### src/rtl/jtd_pkg.sv
package jtd_pkg;

  // Instruction register
  localparam int IR_W = 3;
  localparam logic [2:0] INS_EXTEST = 3'h0;
  localparam logic [2:0] INS_IDCODE = 3'h1;
  localparam logic [2:0] INS_SAMPLE = 3'h2;
  localparam logic [2:0] INS_CLAMP = 3'h3;
  localparam logic [2:0] INS_HIGHZ = 3'h4;
  localparam logic [2:0] INS_BYPASS = 3'h7;
  localparam logic [2:0] IR_CAPTURE = 3'h1;

  // Identification code fields, values arbitrary
  localparam int ID_W = 32;
  localparam logic [3:0] ID_VERSION = 4'h0;
  localparam logic [15:0] ID_DEVICE = 16'h0a5c;
  localparam logic [10:0] ID_MAKER = 11'h155;
  localparam logic ID_LSB = 1'h1;

  // Boundary chain
  localparam int BSR_W = 46;
  // Cells that are three-state outputs
  localparam logic [45:0] BSR_OUT3 = 46'h3f00_0200_4005;

  function automatic int ctrl_cell(input int i);
    case (i)
      2: ctrl_cell = 3;
      14: ctrl_cell = 15;
      25: ctrl_cell = 26;
      default: ctrl_cell = 1;
    endcase
  endfunction

  // Test access pins, sampled together
  typedef struct packed {
    logic tck;
    logic tms;
    logic tdi;
    logic trst_n;
  } jtd_pins_s;

  typedef enum logic [3:0] {
    TLR = 4'h0,
    RTI = 4'h1,
    SEL_DR = 4'h3,
    CAP_DR = 4'h2,
    SH_DR = 4'h6,
    EX1_DR = 4'h7,
    PA_DR = 4'h5,
    EX2_DR = 4'h4,
    UPD_DR = 4'hc,
    SEL_IR = 4'hd,
    CAP_IR = 4'hf,
    SH_IR = 4'he,
    EX1_IR = 4'ha,
    PA_IR = 4'hb,
    EX2_IR = 4'h9,
    UPD_IR = 4'h8
  } jtd_tap_e;

endpackage

### src/rtl/jtd_shreg.sv
`timescale 1ns/1ns
`default_nettype none
module jtd_shreg #(
  parameter int W = 8,
  parameter logic [W-1:0] INIT = '0
) (
  input wire logic clk,
  input wire logic rst_n,
  input wire logic ce,
  input wire logic capture,
  input wire logic shift,
  input wire logic update,
  input wire logic init,
  input wire logic [W-1:0] cap_data,
  input wire logic sin,
  output logic [W-1:0] sh_q,
  output logic [W-1:0] par_q
);

  logic [W-1:0] nxt_sh;

  // Shift toward bit 0, new bit enters at the top
  generate
    if (W == 1)
    begin : g_one
      assign nxt_sh = sin;
    end
    else
    begin : g_many
      assign nxt_sh = {sin, sh_q[W-1:1]};
    end
  endgenerate

  always_ff @(posedge clk or negedge rst_n)
  begin
    if (!rst_n)
    begin
      sh_q <= '0;
      par_q <= INIT;
    end
    else if (ce)
    begin
      if (capture)
        sh_q <= cap_data;
      else if (shift)
        sh_q <= nxt_sh;
      if (init)
        par_q <= INIT;
      else if (update)
        par_q <= sh_q;
    end
  end

endmodule
`default_nettype wire

### src/rtl/jtd_test_data_regs.sv
`timescale 1ns/1ns
`default_nettype none
module jtd_test_data_regs #(
  parameter int BSR_W = jtd_pkg::BSR_W
) (
  input wire logic clk,
  input wire logic rst_n,
  input wire logic ce,
  input wire logic test_clock_in,
  input wire logic test_mode_select,
  input wire logic test_serial_in,
  input wire logic test_reset_n,
  input wire logic [BSR_W-1:0] sys_pin_in,
  input wire logic [BSR_W-1:0] sys_out,
  input wire logic [BSR_W-1:0] sys_oe,
  output logic test_serial_out,
  output logic test_serial_out_oe,
  output logic [BSR_W-1:0] pin_out,
  output logic [BSR_W-1:0] pin_oe
);

  generate
    if (BSR_W != jtd_pkg::BSR_W)
    begin : g_chk
      $error("Boundary length must match the cell map");
    end
  endgenerate

  jtd_pkg::jtd_pins_s pins_in;
  jtd_pkg::jtd_pins_s sync1_ff;
  jtd_pkg::jtd_pins_s sync2_ff;
  logic tck_prev_ff;
  jtd_pkg::jtd_tap_e tap_ff;
  jtd_pkg::jtd_tap_e nxt_tap;
  logic tdo_ff;
  logic tdo_oe_ff;
  logic [BSR_W-1:0] pin_out_ff;
  logic [BSR_W-1:0] pin_oe_ff;

  assign pins_in.tck = test_clock_in;
  assign pins_in.tms = test_mode_select;
  assign pins_in.tdi = test_serial_in;
  assign pins_in.trst_n = test_reset_n;

  // Two-stage sampling of the test pins
  always_ff @(posedge clk or negedge rst_n)
  begin
    if (!rst_n)
    begin
      // Test clock idles high, so no false edge after reset
      sync1_ff <= '{tck: 1'h1, tms: 1'h1, tdi: 1'h1, trst_n: 1'h0};
      sync2_ff <= '{tck: 1'h1, tms: 1'h1, tdi: 1'h1, trst_n: 1'h0};
      tck_prev_ff <= 1'h1;
    end
    else if (ce)
    begin
      sync1_ff <= pins_in;
      sync2_ff <= sync1_ff;
      tck_prev_ff <= sync2_ff.tck;
    end
  end

  wire tck_rise = sync2_ff.tck & ~tck_prev_ff;
  wire tck_fall = ~sync2_ff.tck & tck_prev_ff;
  wire tms = sync2_ff.tms;
  wire tdi = sync2_ff.tdi;

  // Controller next state
  always_comb
  begin
    case (tap_ff)
      jtd_pkg::TLR: nxt_tap = tms ? jtd_pkg::TLR : jtd_pkg::RTI;
      jtd_pkg::RTI: nxt_tap = tms ? jtd_pkg::SEL_DR : jtd_pkg::RTI;
      jtd_pkg::SEL_DR: nxt_tap = tms ? jtd_pkg::SEL_IR : jtd_pkg::CAP_DR;
      jtd_pkg::CAP_DR: nxt_tap = tms ? jtd_pkg::EX1_DR : jtd_pkg::SH_DR;
      jtd_pkg::SH_DR: nxt_tap = tms ? jtd_pkg::EX1_DR : jtd_pkg::SH_DR;
      jtd_pkg::EX1_DR: nxt_tap = tms ? jtd_pkg::UPD_DR : jtd_pkg::PA_DR;
      jtd_pkg::PA_DR: nxt_tap = tms ? jtd_pkg::EX2_DR : jtd_pkg::PA_DR;
      jtd_pkg::EX2_DR: nxt_tap = tms ? jtd_pkg::UPD_DR : jtd_pkg::SH_DR;
      jtd_pkg::UPD_DR: nxt_tap = tms ? jtd_pkg::SEL_DR : jtd_pkg::RTI;
      jtd_pkg::SEL_IR: nxt_tap = tms ? jtd_pkg::TLR : jtd_pkg::CAP_IR;
      jtd_pkg::CAP_IR: nxt_tap = tms ? jtd_pkg::EX1_IR : jtd_pkg::SH_IR;
      jtd_pkg::SH_IR: nxt_tap = tms ? jtd_pkg::EX1_IR : jtd_pkg::SH_IR;
      jtd_pkg::EX1_IR: nxt_tap = tms ? jtd_pkg::UPD_IR : jtd_pkg::PA_IR;
      jtd_pkg::PA_IR: nxt_tap = tms ? jtd_pkg::EX2_IR : jtd_pkg::PA_IR;
      jtd_pkg::EX2_IR: nxt_tap = tms ? jtd_pkg::UPD_IR : jtd_pkg::SH_IR;
      jtd_pkg::UPD_IR: nxt_tap = tms ? jtd_pkg::SEL_DR : jtd_pkg::RTI;
      default: nxt_tap = jtd_pkg::TLR;
    endcase
  end

  always_ff @(posedge clk or negedge rst_n)
  begin
    if (!rst_n)
      tap_ff <= jtd_pkg::TLR;
    else if (ce)
    begin
      if (!sync2_ff.trst_n)
        tap_ff <= jtd_pkg::TLR;
      else if (tck_rise)
        tap_ff <= nxt_tap;
    end
  end

  wire in_tlr = (tap_ff == jtd_pkg::TLR);
  wire cap_dr = tck_rise & (tap_ff == jtd_pkg::CAP_DR);
  wire sh_dr = tck_rise & (tap_ff == jtd_pkg::SH_DR);
  wire upd_dr = tck_fall & (tap_ff == jtd_pkg::UPD_DR);
  wire cap_ir = tck_rise & (tap_ff == jtd_pkg::CAP_IR);
  wire sh_ir = tck_rise & (tap_ff == jtd_pkg::SH_IR);
  wire upd_ir = tck_fall & (tap_ff == jtd_pkg::UPD_IR);

  logic [jtd_pkg::IR_W-1:0] ir_sh;
  logic [jtd_pkg::IR_W-1:0] ir_cur;

  // Reset state forces the id instruction
  jtd_shreg #(.W(jtd_pkg::IR_W), .INIT(jtd_pkg::INS_IDCODE)) u_ir (
    .clk(clk),
    .rst_n(rst_n),
    .ce(ce),
    .capture(cap_ir),
    .shift(sh_ir),
    .update(upd_ir),
    .init(in_tlr),
    .cap_data(jtd_pkg::IR_CAPTURE),
    .sin(tdi),
    .sh_q(ir_sh),
    .par_q(ir_cur)
  );

  // Id selected by instruction or reset state
  wire sel_id = (ir_cur == jtd_pkg::INS_IDCODE) | in_tlr;
  wire sel_bsr = ~in_tlr & ((ir_cur == jtd_pkg::INS_EXTEST) |
                            (ir_cur == jtd_pkg::INS_SAMPLE));
  wire sel_byp = ~sel_id & ~sel_bsr;
  wire drive_bsr = (ir_cur == jtd_pkg::INS_EXTEST) |
                   (ir_cur == jtd_pkg::INS_CLAMP);
  wire force_hz = (ir_cur == jtd_pkg::INS_HIGHZ);

  wire [jtd_pkg::ID_W-1:0] id_code = {jtd_pkg::ID_VERSION,
                                      jtd_pkg::ID_DEVICE,
                                      jtd_pkg::ID_MAKER,
                                      jtd_pkg::ID_LSB};
  logic [jtd_pkg::ID_W-1:0] id_sh;
  logic [BSR_W-1:0] bsr_sh;
  logic [BSR_W-1:0] bsr_par;
  logic byp_sh;

  jtd_shreg #(.W(jtd_pkg::ID_W), .INIT('0)) u_id (
    .clk(clk),
    .rst_n(rst_n),
    .ce(ce),
    .capture(cap_dr & sel_id),
    .shift(sh_dr & sel_id),
    .update(upd_dr & sel_id),
    .init(1'h0),
    .cap_data(id_code),
    .sin(tdi),
    .sh_q(id_sh),
    .par_q()
  );

  jtd_shreg #(.W(BSR_W), .INIT('0)) u_bsr (
    .clk(clk),
    .rst_n(rst_n),
    .ce(ce),
    .capture(cap_dr & sel_bsr),
    .shift(sh_dr & sel_bsr),
    .update(upd_dr & sel_bsr),
    .init(1'h0),
    .cap_data(sys_pin_in),
    .sin(tdi),
    .sh_q(bsr_sh),
    .par_q(bsr_par)
  );

  jtd_shreg #(.W(1), .INIT(1'h0)) u_byp (
    .clk(clk),
    .rst_n(rst_n),
    .ce(ce),
    .capture(cap_dr & sel_byp),
    .shift(sh_dr & sel_byp),
    .update(1'h0),
    .init(1'h0),
    .cap_data(1'h0),
    .sin(tdi),
    .sh_q(byp_sh),
    .par_q()
  );

  wire in_sh_ir = (tap_ff == jtd_pkg::SH_IR);
  wire in_sh_dr = (tap_ff == jtd_pkg::SH_DR);
  wire dr_bit = sel_id ? id_sh[0] : (sel_bsr ? bsr_sh[0] : byp_sh);
  wire nxt_tdo = in_sh_ir ? ir_sh[0] : dr_bit;

  // Serial out changes on the falling test clock
  always_ff @(posedge clk or negedge rst_n)
  begin
    if (!rst_n)
    begin
      tdo_ff <= 1'h0;
      tdo_oe_ff <= 1'h0;
    end
    else if (ce && tck_fall)
    begin
      tdo_ff <= nxt_tdo;
      tdo_oe_ff <= in_sh_ir | in_sh_dr;
    end
  end

  // Output enable from paired control cell under EXTEST and CLAMP, else from sys_oe, and off under HIGHZ
  logic [BSR_W-1:0] nxt_pin_out;
  logic [BSR_W-1:0] nxt_pin_oe;
  genvar gi;
  generate
    for (gi = 0; gi < BSR_W; gi++)
    begin : g_cell
      localparam int CC = jtd_pkg::ctrl_cell(gi);
      wire is_out = jtd_pkg::BSR_OUT3[gi];
      wire test_oe = is_out & bsr_par[CC];
      assign nxt_pin_out[gi] = drive_bsr ? bsr_par[gi] : sys_out[gi];
      assign nxt_pin_oe[gi] = force_hz ? 1'h0 :
                              (drive_bsr ? test_oe : (is_out & sys_oe[gi]));
    end
  endgenerate

  always_ff @(posedge clk or negedge rst_n)
  begin
    if (!rst_n)
    begin
      pin_out_ff <= '0;
      pin_oe_ff <= '0;
    end
    else if (ce)
    begin
      pin_out_ff <= nxt_pin_out;
      pin_oe_ff <= nxt_pin_oe;
    end
  end

  assign test_serial_out = tdo_ff;
  assign test_serial_out_oe = tdo_oe_ff;
  assign pin_out = pin_out_ff;
  assign pin_oe = pin_oe_ff;

endmodule
`default_nettype wire

### config.mk
export PLATFORM = sky130hd
export DESIGN_NAME = jtd_test_data_regs
export DESIGN_NICKNAME = d
export VERILOG_FILES = /design/src/rtl/jtd_pkg.sv /design/src/rtl/jtd_shreg.sv /design/src/rtl/jtd_test_data_regs.sv
export SDC_FILE = /design/constraint.sdc
export NUM_CORES = 1
export LEC_CHECK = 0
export BUFFER_PORTS_ARGS = -buffer_cell sky130_fd_sc_hd__buf_4
export CORE_MARGIN = 2
export CORE_UTILIZATION = 40
export DETAILED_ROUTE_END_ITERATION = 12
export PLACE_DENSITY = 0.6
export SLEW_MARGIN = 0
export SYNTH_ARGS = -nofsm -noshare
export SYNTH_HDL_FRONTEND = slang
export SYNTH_SLANG_ARGS = --single-unit
### constraint.sdc
create_clock -name clk -period 3.07 [get_ports clk]
set_clock_uncertainty 0.1 [all_clocks]
set_input_delay 0.7675 -clock clk [delete_from_list [all_inputs] [get_ports clk]]
set_output_delay 0.7675 -clock clk [all_outputs]
set_load 0.03 [all_outputs]
==> results of run 1 <==
## cells by family (layout without fill, tap and decap cells)
family          after synthesis  in the layout  share of synthesized area
mux                         151            151                      0.172
flops                       202            202                      0.548
buf+inv                     113            241                     0.0746
other cells                   1             37                   0.000406
simple gates                206            206                     0.0995
compound gates              176            176                      0.105
## registers in the layout, summed over array words and instances (netlist names), 2 cells and up
signal	cells
tap_ff	4
u_id.sh_q	32
sync1_ff	4
sync2_ff	2
u_bsr.par_q	46
u_ir.par_q	3
u_ir.sh_q	3
u_bsr.sh_q	46
pin_out	46
pin_oe	10
## synth_stat cells (2+ instances only)
master,count
nand3b_1,3
dfstp_2,8
nand2_1,108
nor3b_1,3
mux2_4,4
nand3_1,3
mux2i_1,97
clkbuf_1,16
buf_4,46
o21ai_0,49
nand4_1,2
buf_6,9
inv_1,20
nand2b_1,2
buf_2,20
o21ai_1,43
nor3b_4,2
a211o_1,2
mux2_2,50
o2bb2ai_1,2
dfrtp_1,194
buf_1,2
nor2_1,66
nor2b_1,5
a21oi_1,58
o22ai_1,10
nor4_1,2
## metal layers
metal  vias up  routed length [um]
met5         -                   0
met4         0                 362
met3        27                1470
met2       143                9390
met1      2994                9390
li1       3141                   -
## where the power goes
part           switching [W]  internal [W]
clock network        0.00105       0.00163
logic                0.00119      0.000815
registers           0.000174       0.00292
total                0.00242       0.00537
## final cells by class
class                   count  area (um2)
repair buffers            182        1420
clock buffers              32         649
multi-input cells         569        3640
diodes                      1        2.50
inverters                  20        75.1
well taps                 285         357
clock inverters             7        87.6
fillers                  2072       11300
flip-flops and latches    202        5060
## through the flow
step	power (W)	setup WS, ns	utilization	instance area, um2	hold slack (ns)
finish	0.00779	0.630	0.499	11300	0.171
global route	0.00816	0.465	0.499	11300	0.190
CTS	0.00790	0.587	0.499	11300	0.174
detailed placement	0.00517	0.625	0.466	10600	0.375
global placement	0.00515	0.657	0.466	10600	0.366
floorplan	0.00448	1.01	-	9380	0.344
## final timing paths
check / endpoint / slack, ns / depth (start not counted)
hold reg to reg: test_serial_out_oe$_DFFE_PN0P_ / 0.38 / 2
setup reg to reg: u_bsr.sh_q[33]$_DFFE_PN0P_ / 0.63 / 5
setup / recovery: u_bsr.sh_q[33]$_DFFE_PN0P_ / 0.63 / 5
hold / removal: pin_out[8]$_DFFE_PN0P_ / 0.17 / 1
max in group asynchronous: sync1_ff[1]$_DFFE_PN1P_ / 1.98 / 2
min in group clk: test_serial_out_oe$_DFFE_PN0P_ / 0.38 / 2
==> run metrics, run 1 <==
status=complete, no violations; PostCTS Resize Cnt=0; leading cell type in the layout, fill and taps excluded=dfrtp_1; Clk pin slew, worst setup/hold paths=0.06 ns; critical path peak fanout=66; Max-Cap Viols=0; ys flop type=dfrtp_1; Peak VDD IR=0.403 mV; hold crit path type=primary input to asynchronous set/reset pin; initial antenna violation count=1; Final Cycle Share=0.795; H-tree depth=1; half-perimeter wire length after placement=13900 um; top cell type's share of synthesized area=0.525; 1st-iter DRT viols=281; die area=24300 um2; final WL=20600 um; Final Max Tran Viols=0; TritonCTS clock tree=yes; Synth Register Bits=202; CP peak stage delay=0.78 ns; via count=6305; Initial DRT Pass Iterations=4; core area=22600 um2; vias per cell=4.86; layout cells sized above 1=0.284; Critical Path RT=3.31 ns; Yosys top cell by area=dfrtp_1; hold bufs inserted after CTS=0; FF-to-FF Start=tck_prev_ff$_DFFE_PN1P_; die height=156 um; Seq/Total Area, Yosys=0.548; met3 GRT Util=0.0511; most frequent cells in the layout=194 x dfrtp_1, 177 x buf_4, 108 x nand2_1, 97 x mux2i_1, 66 x nor2_1; Post-CTS Setup Inserts=0; Clock Sinks=202; CP Data Arrival Time=2.68 ns; Setup CP Type=register to register; Longest Clk Path Bufs=3; Synth async-reset ratio=1.00; Placed Cells=1258; DR DRC count=0; headroom to the max-slew limit=0.321; Die Width=156 um; CP startpoint kind=register; Core Rows=55; largest net degree at the start of global routing=93; GR Layer Usage met2=0.271; RD Place Congestion=0.743; Root Buffer=clkbuf_16; GRT Total Usage=0.171; leakage power=5.78 nW; Buf+Inv Stages, Crit Path=1; Antenna Violating Nets Remaining=0; setup tns final=0 ns; crit path time final=2.44 ns; nets@finish=1143; CP max stage cell=buf_4; endpoints failing setup=0; largest cells by area after synthesis=dfrtp_1 53%, mux2i_1 11%, mux2_2 6.1%, nand2_1 4.4%, buf_4 3.7%; I/O Buffers=166; met1 Use GR=0.231; Distinct cells, synth=50; CP Capture Type=register; delay-heaviest family, CP=buffers and inverters; first-pass GRT wire length=33600 um; Layout Cells excl Fill=1298; Post-synth EDFFs=0; worst-path cell chain=and2b_1, nand3_4, buf_4, mux2i_1, o21ai_0; Starting Density=0.408; Syn Inst Count=849; Top Usage Layer GRT=met2; # IOs=239; Clock Latency Late Sink=0.50 ns; worst slew pin tran=1.02 ns; Synth Area per Inst=10.9 um2; number of global-route vias before repair=6317; unrepaired setup endpoints after global routing=no; Achievable Freq=410 MHz; Syn Std Cell Area=9240 um2; Pwr per Cell Area=689 nW/um2; Critical Path Start=tck_prev_ff$_DFFE_PN1P_; clock buffer count from CTS=23; endpoints failing hold=0; wire length per cell=15.9 um; GRT Residual Overflow=0; Area Growth Syn to Fin=22.2%; Synthesis Warnings=0
(Power assumes the default switching activity.)
==> run 2, diff against run 1 <==
ABC_AREA = 1   (was unset)
clock period = 2.3 ns   (was 3.07 ns; I/O delays follow)
==> run 2 against run 1 <==
Net effect: hold slack improved by 0.012 ns; die area increased by 3.0%; total power increased by 24%; combinational power decreased by 9%; via count increased by 22%; clock power increased by 44%; critical path depth increased by 4; worst setup slack got worse by 0.45 ns; critical endpoint is now u_bsr.sh_q[28]$_DFFE_PN0P_; highest routed layer unchanged.
==> run metrics, run 2 <==
Starting Density=0.407 (-0.000997); CP startpoint kind=register; Core Rows=56 (+1.8%); FF-to-FF Start=sync2_ff[3]$_DFFE_PN1P_; H-tree depth=1 (unchanged); worst reg2reg path depth=9 (+4); RD Place Congestion=0.800 (+7.6%); via count=7701 (+22%); Antenna Violating Nets Remaining=0 (unchanged); leading cell type in the layout, fill and taps excluded=nand2_1; Initial DRT Pass Iterations=5 (+1); top cell type's share of synthesized area=0.509 (-0.0159); Synth Area per Inst=8.20 um2 (-25%); crit path capture=u_bsr.sh_q[28]$_DFFE_PN0P_; critical path peak fanout=13 (-80%); Critical Path RT=2.59 ns (-0.72 ns); setup tns final=0 ns (unchanged); largest net degree at the start of global routing=59 (-37%); Root Buffer=clkbuf_16; DR DRC count=0 (unchanged); ys flop type=dfrtp_1; GRT Residual Overflow=0 (unchanged); number of global-route vias before repair=7547 (+19%); Syn Inst Count=1163 (+37%); leakage power=6.06 nW (+4.8%); 1st-iter DRT viols=471 (+68%); most frequent cells in the layout=339 x nand2_1, 194 x dfrtp_1, 193 x buf_4, 154 x nor2_1, 143 x o21ai_0; layout cells sized above 1=0.250 (-0.0334); clock buffer count from CTS=22 (-4.3%); CP peak stage delay=0.55 ns (-0.23 ns); crit path time final=2.12 ns (-0.317 ns); Synth Register Bits=202 (unchanged); endpoints failing setup=0 (unchanged); core area=23400 um2 (+3.4%); Final Cycle Share=0.923 (+0.128); CP max stage cell=dfstp_2; Final WS setup=0.178 ns (-0.453 ns); Synthesis Warnings=0 (unchanged); Synth top cells by count=340 x nand2_1, 194 x dfrtp_1, 154 x nor2_1; wire length per cell=14.3 um (-10%); die area=25100 um2 (+3.0%); Synth async-reset ratio=1.00 (unchanged); CP Capture Type=register; Pwr per Cell Area=810 nW/um2 (+17%); vias per cell=4.63 (-4.6%); Area Growth Syn to Fin=25.1%; reg2reg end=u_bsr.sh_q[28]$_DFFE_PN0P_; initial antenna violation count=0 (-1); Clock Latency Late Sink=0.50 ns (about the same); setup slack, reg-to-reg=0.18 ns (-0.45 ns); headroom to the max-slew limit=0.625 (+0.304); Longest Clk Path Bufs=3 (unchanged); Distinct cells, synth=29 (-42%); Antenna Cells=0 (-1); Clock Sinks=202 (unchanged); GRT Total Usage=0.193 (+0.0213); TritonCTS clock tree=yes; nets@finish=1472 (+29%); endpoints failing hold=0 (unchanged); Clk pin slew, worst setup/hold paths=0.06 ns (about the same); min-delay src=test_clock_in; Post-synth EDFFs=0 (unchanged); die height=158 um (+1.5%); Max-Cap Viols=0 (unchanged); most frequent cell after synthesis=nand2_1; hold crit path type=primary input to register; Critical Path Start=sync2_ff[3]$_DFFE_PN1P_; Yosys top cell by area=dfrtp_1; I/O Buffers=166 (unchanged); largest cells by area after synthesis=dfrtp_1 51%, nand2_1 13%, o21ai_0 7.5%, nor2_1 6.1%, o21ai_2 3.7%; first-pass GRT wire length=38800 um (+16%); worst-path cell chain=inv_1, nor2_1, nand3_2, buf_4, buf_4, nor2_1, nor2_2, nand2_1, o21ai_2; half-perimeter wire length after placement=16400 um (+18%); status=complete, no violations; unrepaired setup endpoints after global routing=no; final WL=23700 um (+15%); # IOs=239 (unchanged); Final Max Tran Viols=0 (unchanged); DP Worst Slack=0.150 ns (-0.475 ns); CP Data Arrival Time=2.41 ns (-0.27 ns); Peak VDD IR=0.441 mV (+9.5%); worst slew pin tran=0.562 ns (-0.457 ns); Die Width=158 um (+1.5%); Achievable Freq=471 MHz (+15%); Seq/Total Area, Yosys=0.531 (-0.0165); Syn Std Cell Area=9530 um2 (+3.1%); Setup CP Type=register to register
## run 2: cell types whose count changed in the layout (fill, tap and decap cells not counted), moves of 40 or more
cell	delta
mux2_2	-50
nor2_1	+88
o21ai_0	+94
nand2_1	+231
mux2i_1	-97
o21ai_2	+40
inv_1	+47
a21oi_1	-53
## run 2: timing repair
action,CTS,global route
hold buffers,1,0
setup buffers,0,0
setup endpoints to repair,0,4
gates resized for setup,0,1
hold endpoints to repair,39,0
## run 2: layer usage
metal / GRT usage / share of wire
met5: 0 / 0
met3: 0.0313 / 0.054
met4: 0.0382 / 0.012
met2: 0.313 / 0.46
met1: 0.275 / 0.47
## run 2: stage by stage
step / utilization / hold slack (ns) / instance area (um2) / total power (W) / std cells
3_5_place_dp: 0.475 / 0.361 / 11100 / 0.00589 / 1621
3_3_place_gp: 0.475 / 0.354 / 11100 / 0.00587 / 1621
2_1_floorplan: - / 0.179 / 9660 / 0.00508 / 1198
6_report: 0.510 / 0.183 / 11900 / 0.00966 / 1662
5_1_grt: 0.510 / 0.184 / 11900 / 0.0101 / 1662
4_1_cts: 0.509 / 0.169 / 11900 / 0.00977 / 1662
## run 2: power by group
group / switching [W] / internal [W] / total (W)
logic: 0.00120 / 0.000623 / 0.00183
clock network: 0.00142 / 0.00244 / 0.00386
registers: 0.000153 / 0.00382 / 0.00397
total: 0.00278 / 0.00688 / 0.00966
## run 2: worst min-delay path by stage
stage                                    to  slack [ns]  depth (start not counted)
floorplan             pin_oe[0]$_DFFE_PN0P_        0.18                          0
global placement    sync1_ff[3]$_DFFE_PN1P_        0.35                          2
detailed placement  sync1_ff[3]$_DFFE_PN1P_        0.36                          2
CTS                 sync1_ff[1]$_DFFE_PN1P_        0.17                          3
global route        sync1_ff[2]$_DFFE_PN1P_        0.18                          3
finish              sync1_ff[3]$_DFFE_PN1P_        0.18                          3
## run 2: kinds of logic (layout without fill, tap and decap cells)
| kind of cell | after synthesis | count (layout) | synth area share |
|---|---|---|---|
| compound gates | 225 | 225 | 0.135 |
| other cells | 1 | 36 | 0.000393 |
| simple gates | 564 | 564 | 0.243 |
| flops | 202 | 202 | 0.531 |
| buf+inv | 171 | 316 | 0.0898 |
## run 2: cell type report
class                           instances  area [um2]
Timing Repair Buffer                  203        1630
Clock buffer                           32         659
Inverter                               73         275
Fill cell                            2298       11500
Sequential cell                       202        5060
Tap cell                              319         399
Multi-Input combinational cell        825        3750
Clock inverter                          8         143
## run 2: critical path: cells and delay by family, from the launching register on
| family | cells | cell delay, ns |
|---|---|---|
| flip-flops | 1 | 0.55 |
| buffers and inverters | 3 | 0.52 |
| AO/OA/AOI/OAI | 1 | 0.05 |
| AND/OR/NAND/NOR | 5 | 0.79 |
==> run 3, diff against run 2 <==
--- a/config.mk
+++ b/config.mk
@@ -12,2 +12,3 @@
 export DETAILED_ROUTE_END_ITERATION = 12
+export MAX_ROUTING_LAYER = met4
 export PLACE_DENSITY = 0.6
--- a/constraint.sdc
+++ b/constraint.sdc
@@ -4,2 +4,2 @@
 set_output_delay 0.575 -clock clk [all_outputs]
-set_load 0.03 [all_outputs]
+set_load 0.1 [all_outputs]
==> run 3 against run 2 <==
Net effect: sequential share of layout area unchanged; total power up 14%; worst setup slack worse by 0.0029 ns; largest cell class unchanged; final cell count unchanged; core utilization unchanged; register-to-register slack about the same; routed wire length about the same; highest routed layer unchanged; clock-buffer cell count unchanged; critical path depth unchanged; sequential cell count unchanged.
==> run metrics, run 3 (synthesized netlist as in run 2, its figures left out) <==
status=complete, no violations; setup slack, reg-to-reg=0.17 ns (about the same); setup tns final=0 ns (unchanged); Die Width=158 um (unchanged); H-tree depth=1 (unchanged); number of global-route vias before repair=7562 (+0.20%); Peak VDD IR=0.456 mV (+3.4%); headroom to the max-slew limit=0.628 (+0.00249); Root Buffer=clkbuf_16; worst hold margin=0.185 ns (+0.00204 ns); most frequent cells in the layout=339 x nand2_1, 194 x dfrtp_1, 193 x buf_4, 154 x nor2_1, 143 x o21ai_0; Min-Delay Endpoint=sync1_ff[3]$_DFFE_PN1P_; Starting Density=0.407 (unchanged); via count=7697 (-0.052%); Max-Cap Viols=0 (unchanged); Final Max Tran Viols=0 (unchanged); min-delay src=test_clock_in; sequential power share=0.359 (-0.052); DP Worst Slack=0.150 ns (unchanged); worst slew pin tran=0.558 ns (-0.00373 ns); worst reg2reg path depth=9 (unchanged); core area=23400 um2 (unchanged); I/O Buffers=166 (unchanged); met2 wire length=11000 um (-0.30%); hold crit path type=primary input to register; unrepaired setup endpoints after global routing=no; GRT Residual Overflow=0 (unchanged); Final WS setup=0.175 ns (-0.00294 ns); Hold Crit Depth=3 (unchanged); initial antenna violation count=0 (unchanged); Clock Sinks=202 (unchanged); layout cells sized above 1=0.250 (unchanged); routed length on met3=1280 um (+0.95%); vias per cell=4.63 (about the same); wire length per cell=14.3 um (about the same); DR DRC count=0 (unchanged); die height=158 um (unchanged); Achievable Freq=471 MHz (-0.14%); leading cell type in the layout, fill and taps excluded=nand2_1; Comb power frac=0.292 (+0.103); half-perimeter wire length after placement=16400 um (unchanged); CP Capture Type=register; first-pass GRT wire length=38800 um (about the same); Clk pin slew, worst setup/hold paths=0.06 ns (about the same); Clk pwr share=0.348 (-0.052); # IOs=239 (unchanged); GRT Total Usage=0.198 (+0.00564); nets@finish=1472 (unchanged); switching portion of total power=0.377 (+0.0894); critical path peak fanout=13 (unchanged); Critical Path RT=2.59 ns (about the same); die area=25100 um2 (unchanged); endpoints failing hold=0 (unchanged); largest net degree at the start of global routing=59 (unchanged); leakage power=6.06 nW (unchanged); FF-to-FF Start=sync2_ff[3]$_DFFE_PN1P_; Core Rows=56 (unchanged); Initial DRT Pass Iterations=5 (unchanged); Area Growth Syn to Fin=25.1% (unchanged); number of fill cells=2298 (unchanged); final WL=23700 um (about the same); CP startpoint kind=register; Antenna Violating Nets Remaining=0 (unchanged); Setup CP Type=register to register; TritonCTS clock tree=yes; Clock Latency Late Sink=0.50 ns (about the same); crit path time final=2.13 ns (+0.00294 ns); Max Used Layer=met4; Sw Pwr=0.00417 W (+50%); Pwr per Cell Area=927 nW/um2 (+14%); Final Cycle Share=0.924 (+0.00128); clock buffer count from CTS=22 (unchanged); Longest Clk Path Bufs=3 (unchanged); 1st-iter DRT viols=464 (-1.5%); CP Data Arrival Time=2.41 ns (about the same); Antenna Cells=0 (unchanged); Metal-1 WL=11200 um (+0.22%); RD Place Congestion=0.811 (+1.4%); endpoints failing setup=0 (unchanged); reg2reg end=u_bsr.sh_q[28]$_DFFE_PN0P_; P_int=0.00688 W (about the same)
run 3: final cells by class:
type                    instances  area (um2)  area share
multi-input cells             825        3750       0.314
clock buffers                  32         659      0.0553
clock inverters                 8         143      0.0120
flip-flops and latches        202        5060       0.425
inverters                      73         275      0.0231
well taps                     319         399      0.0335
repair buffers                203        1630       0.137
run 3: worst max-delay path by stage:
stage | from | end | slack [ns]
finish | sync2_ff[3]$_DFFE_PN1P_ | u_bsr.sh_q[28]$_DFFE_PN0P_ | 0.17
global route | sync2_ff[3]$_DFFE_PN1P_ | u_bsr.sh_q[45]$_DFFE_PN0P_ | 0.03
CTS | sync2_ff[3]$_DFFE_PN1P_ | u_bsr.sh_q[4]$_DFFE_PN0P_ | 0.12
detailed placement | sync2_ff[3]$_DFFE_PN1P_ | u_bsr.sh_q[4]$_DFFE_PN0P_ | 0.15
global placement | sync2_ff[3]$_DFFE_PN1P_ | u_bsr.sh_q[28]$_DFFE_PN0P_ | 0.14
floorplan | sync2_ff[3]$_DFFE_PN1P_ | u_bsr.sh_q[36]$_DFFE_PN0P_ | 0.69
run 3: per-layer routing:
layer	track usage	up-vias
li1	-	3925
met2	0.313	186
met4	0.0382	0
met1	0.275	3563
met3	0.0302	23
met5	-	-
run 3: worst max-delay path: stages, from the launching register on:
cell and delay [ns]:
dfstp_2 0.55, inv_1 0.07, nor2_1 0.18, nand3_2 0.32
buf_4 0.27, buf_4 0.18, nor2_1 0.15, nor2_2 0.07
nand2_1 0.07, o21ai_2 0.05
run 3: repair_timing:
item / CTS / global route
hold endpoints to repair: 39 / 0
hold buffers: 1 / 0
setup endpoints to repair: 0 / 3
gates resized for setup: 0 / 1
buffers inserted: 0 / 0
run 3: stage by stage:
stage | power, W | std cells | util | area, um2
final | 0.0111 | 1662 | 0.510 | 11900
after global routing | 0.0115 | 1662 | 0.510 | 11900
after CTS | 0.0112 | 1662 | 0.509 | 11900
after detailed placement | 0.00729 | 1621 | 0.475 | 11100
after global placement | 0.00727 | 1621 | 0.475 | 11100
after floorplan | 0.00645 | 1198 | - | 9660
run 3: power groups by stage:
stage	combinational, W	clock [W]	sequential [W]
2_1_floorplan	0.000790	0	0.00566
3_3_place_gp	0.00324	0	0.00403
3_5_place_dp	0.00325	0	0.00404
4_1_cts	0.00326	0.00394	0.00398
5_1_grt	0.00341	0.00409	0.00401
6_report	0.00323	0.00385	0.00397
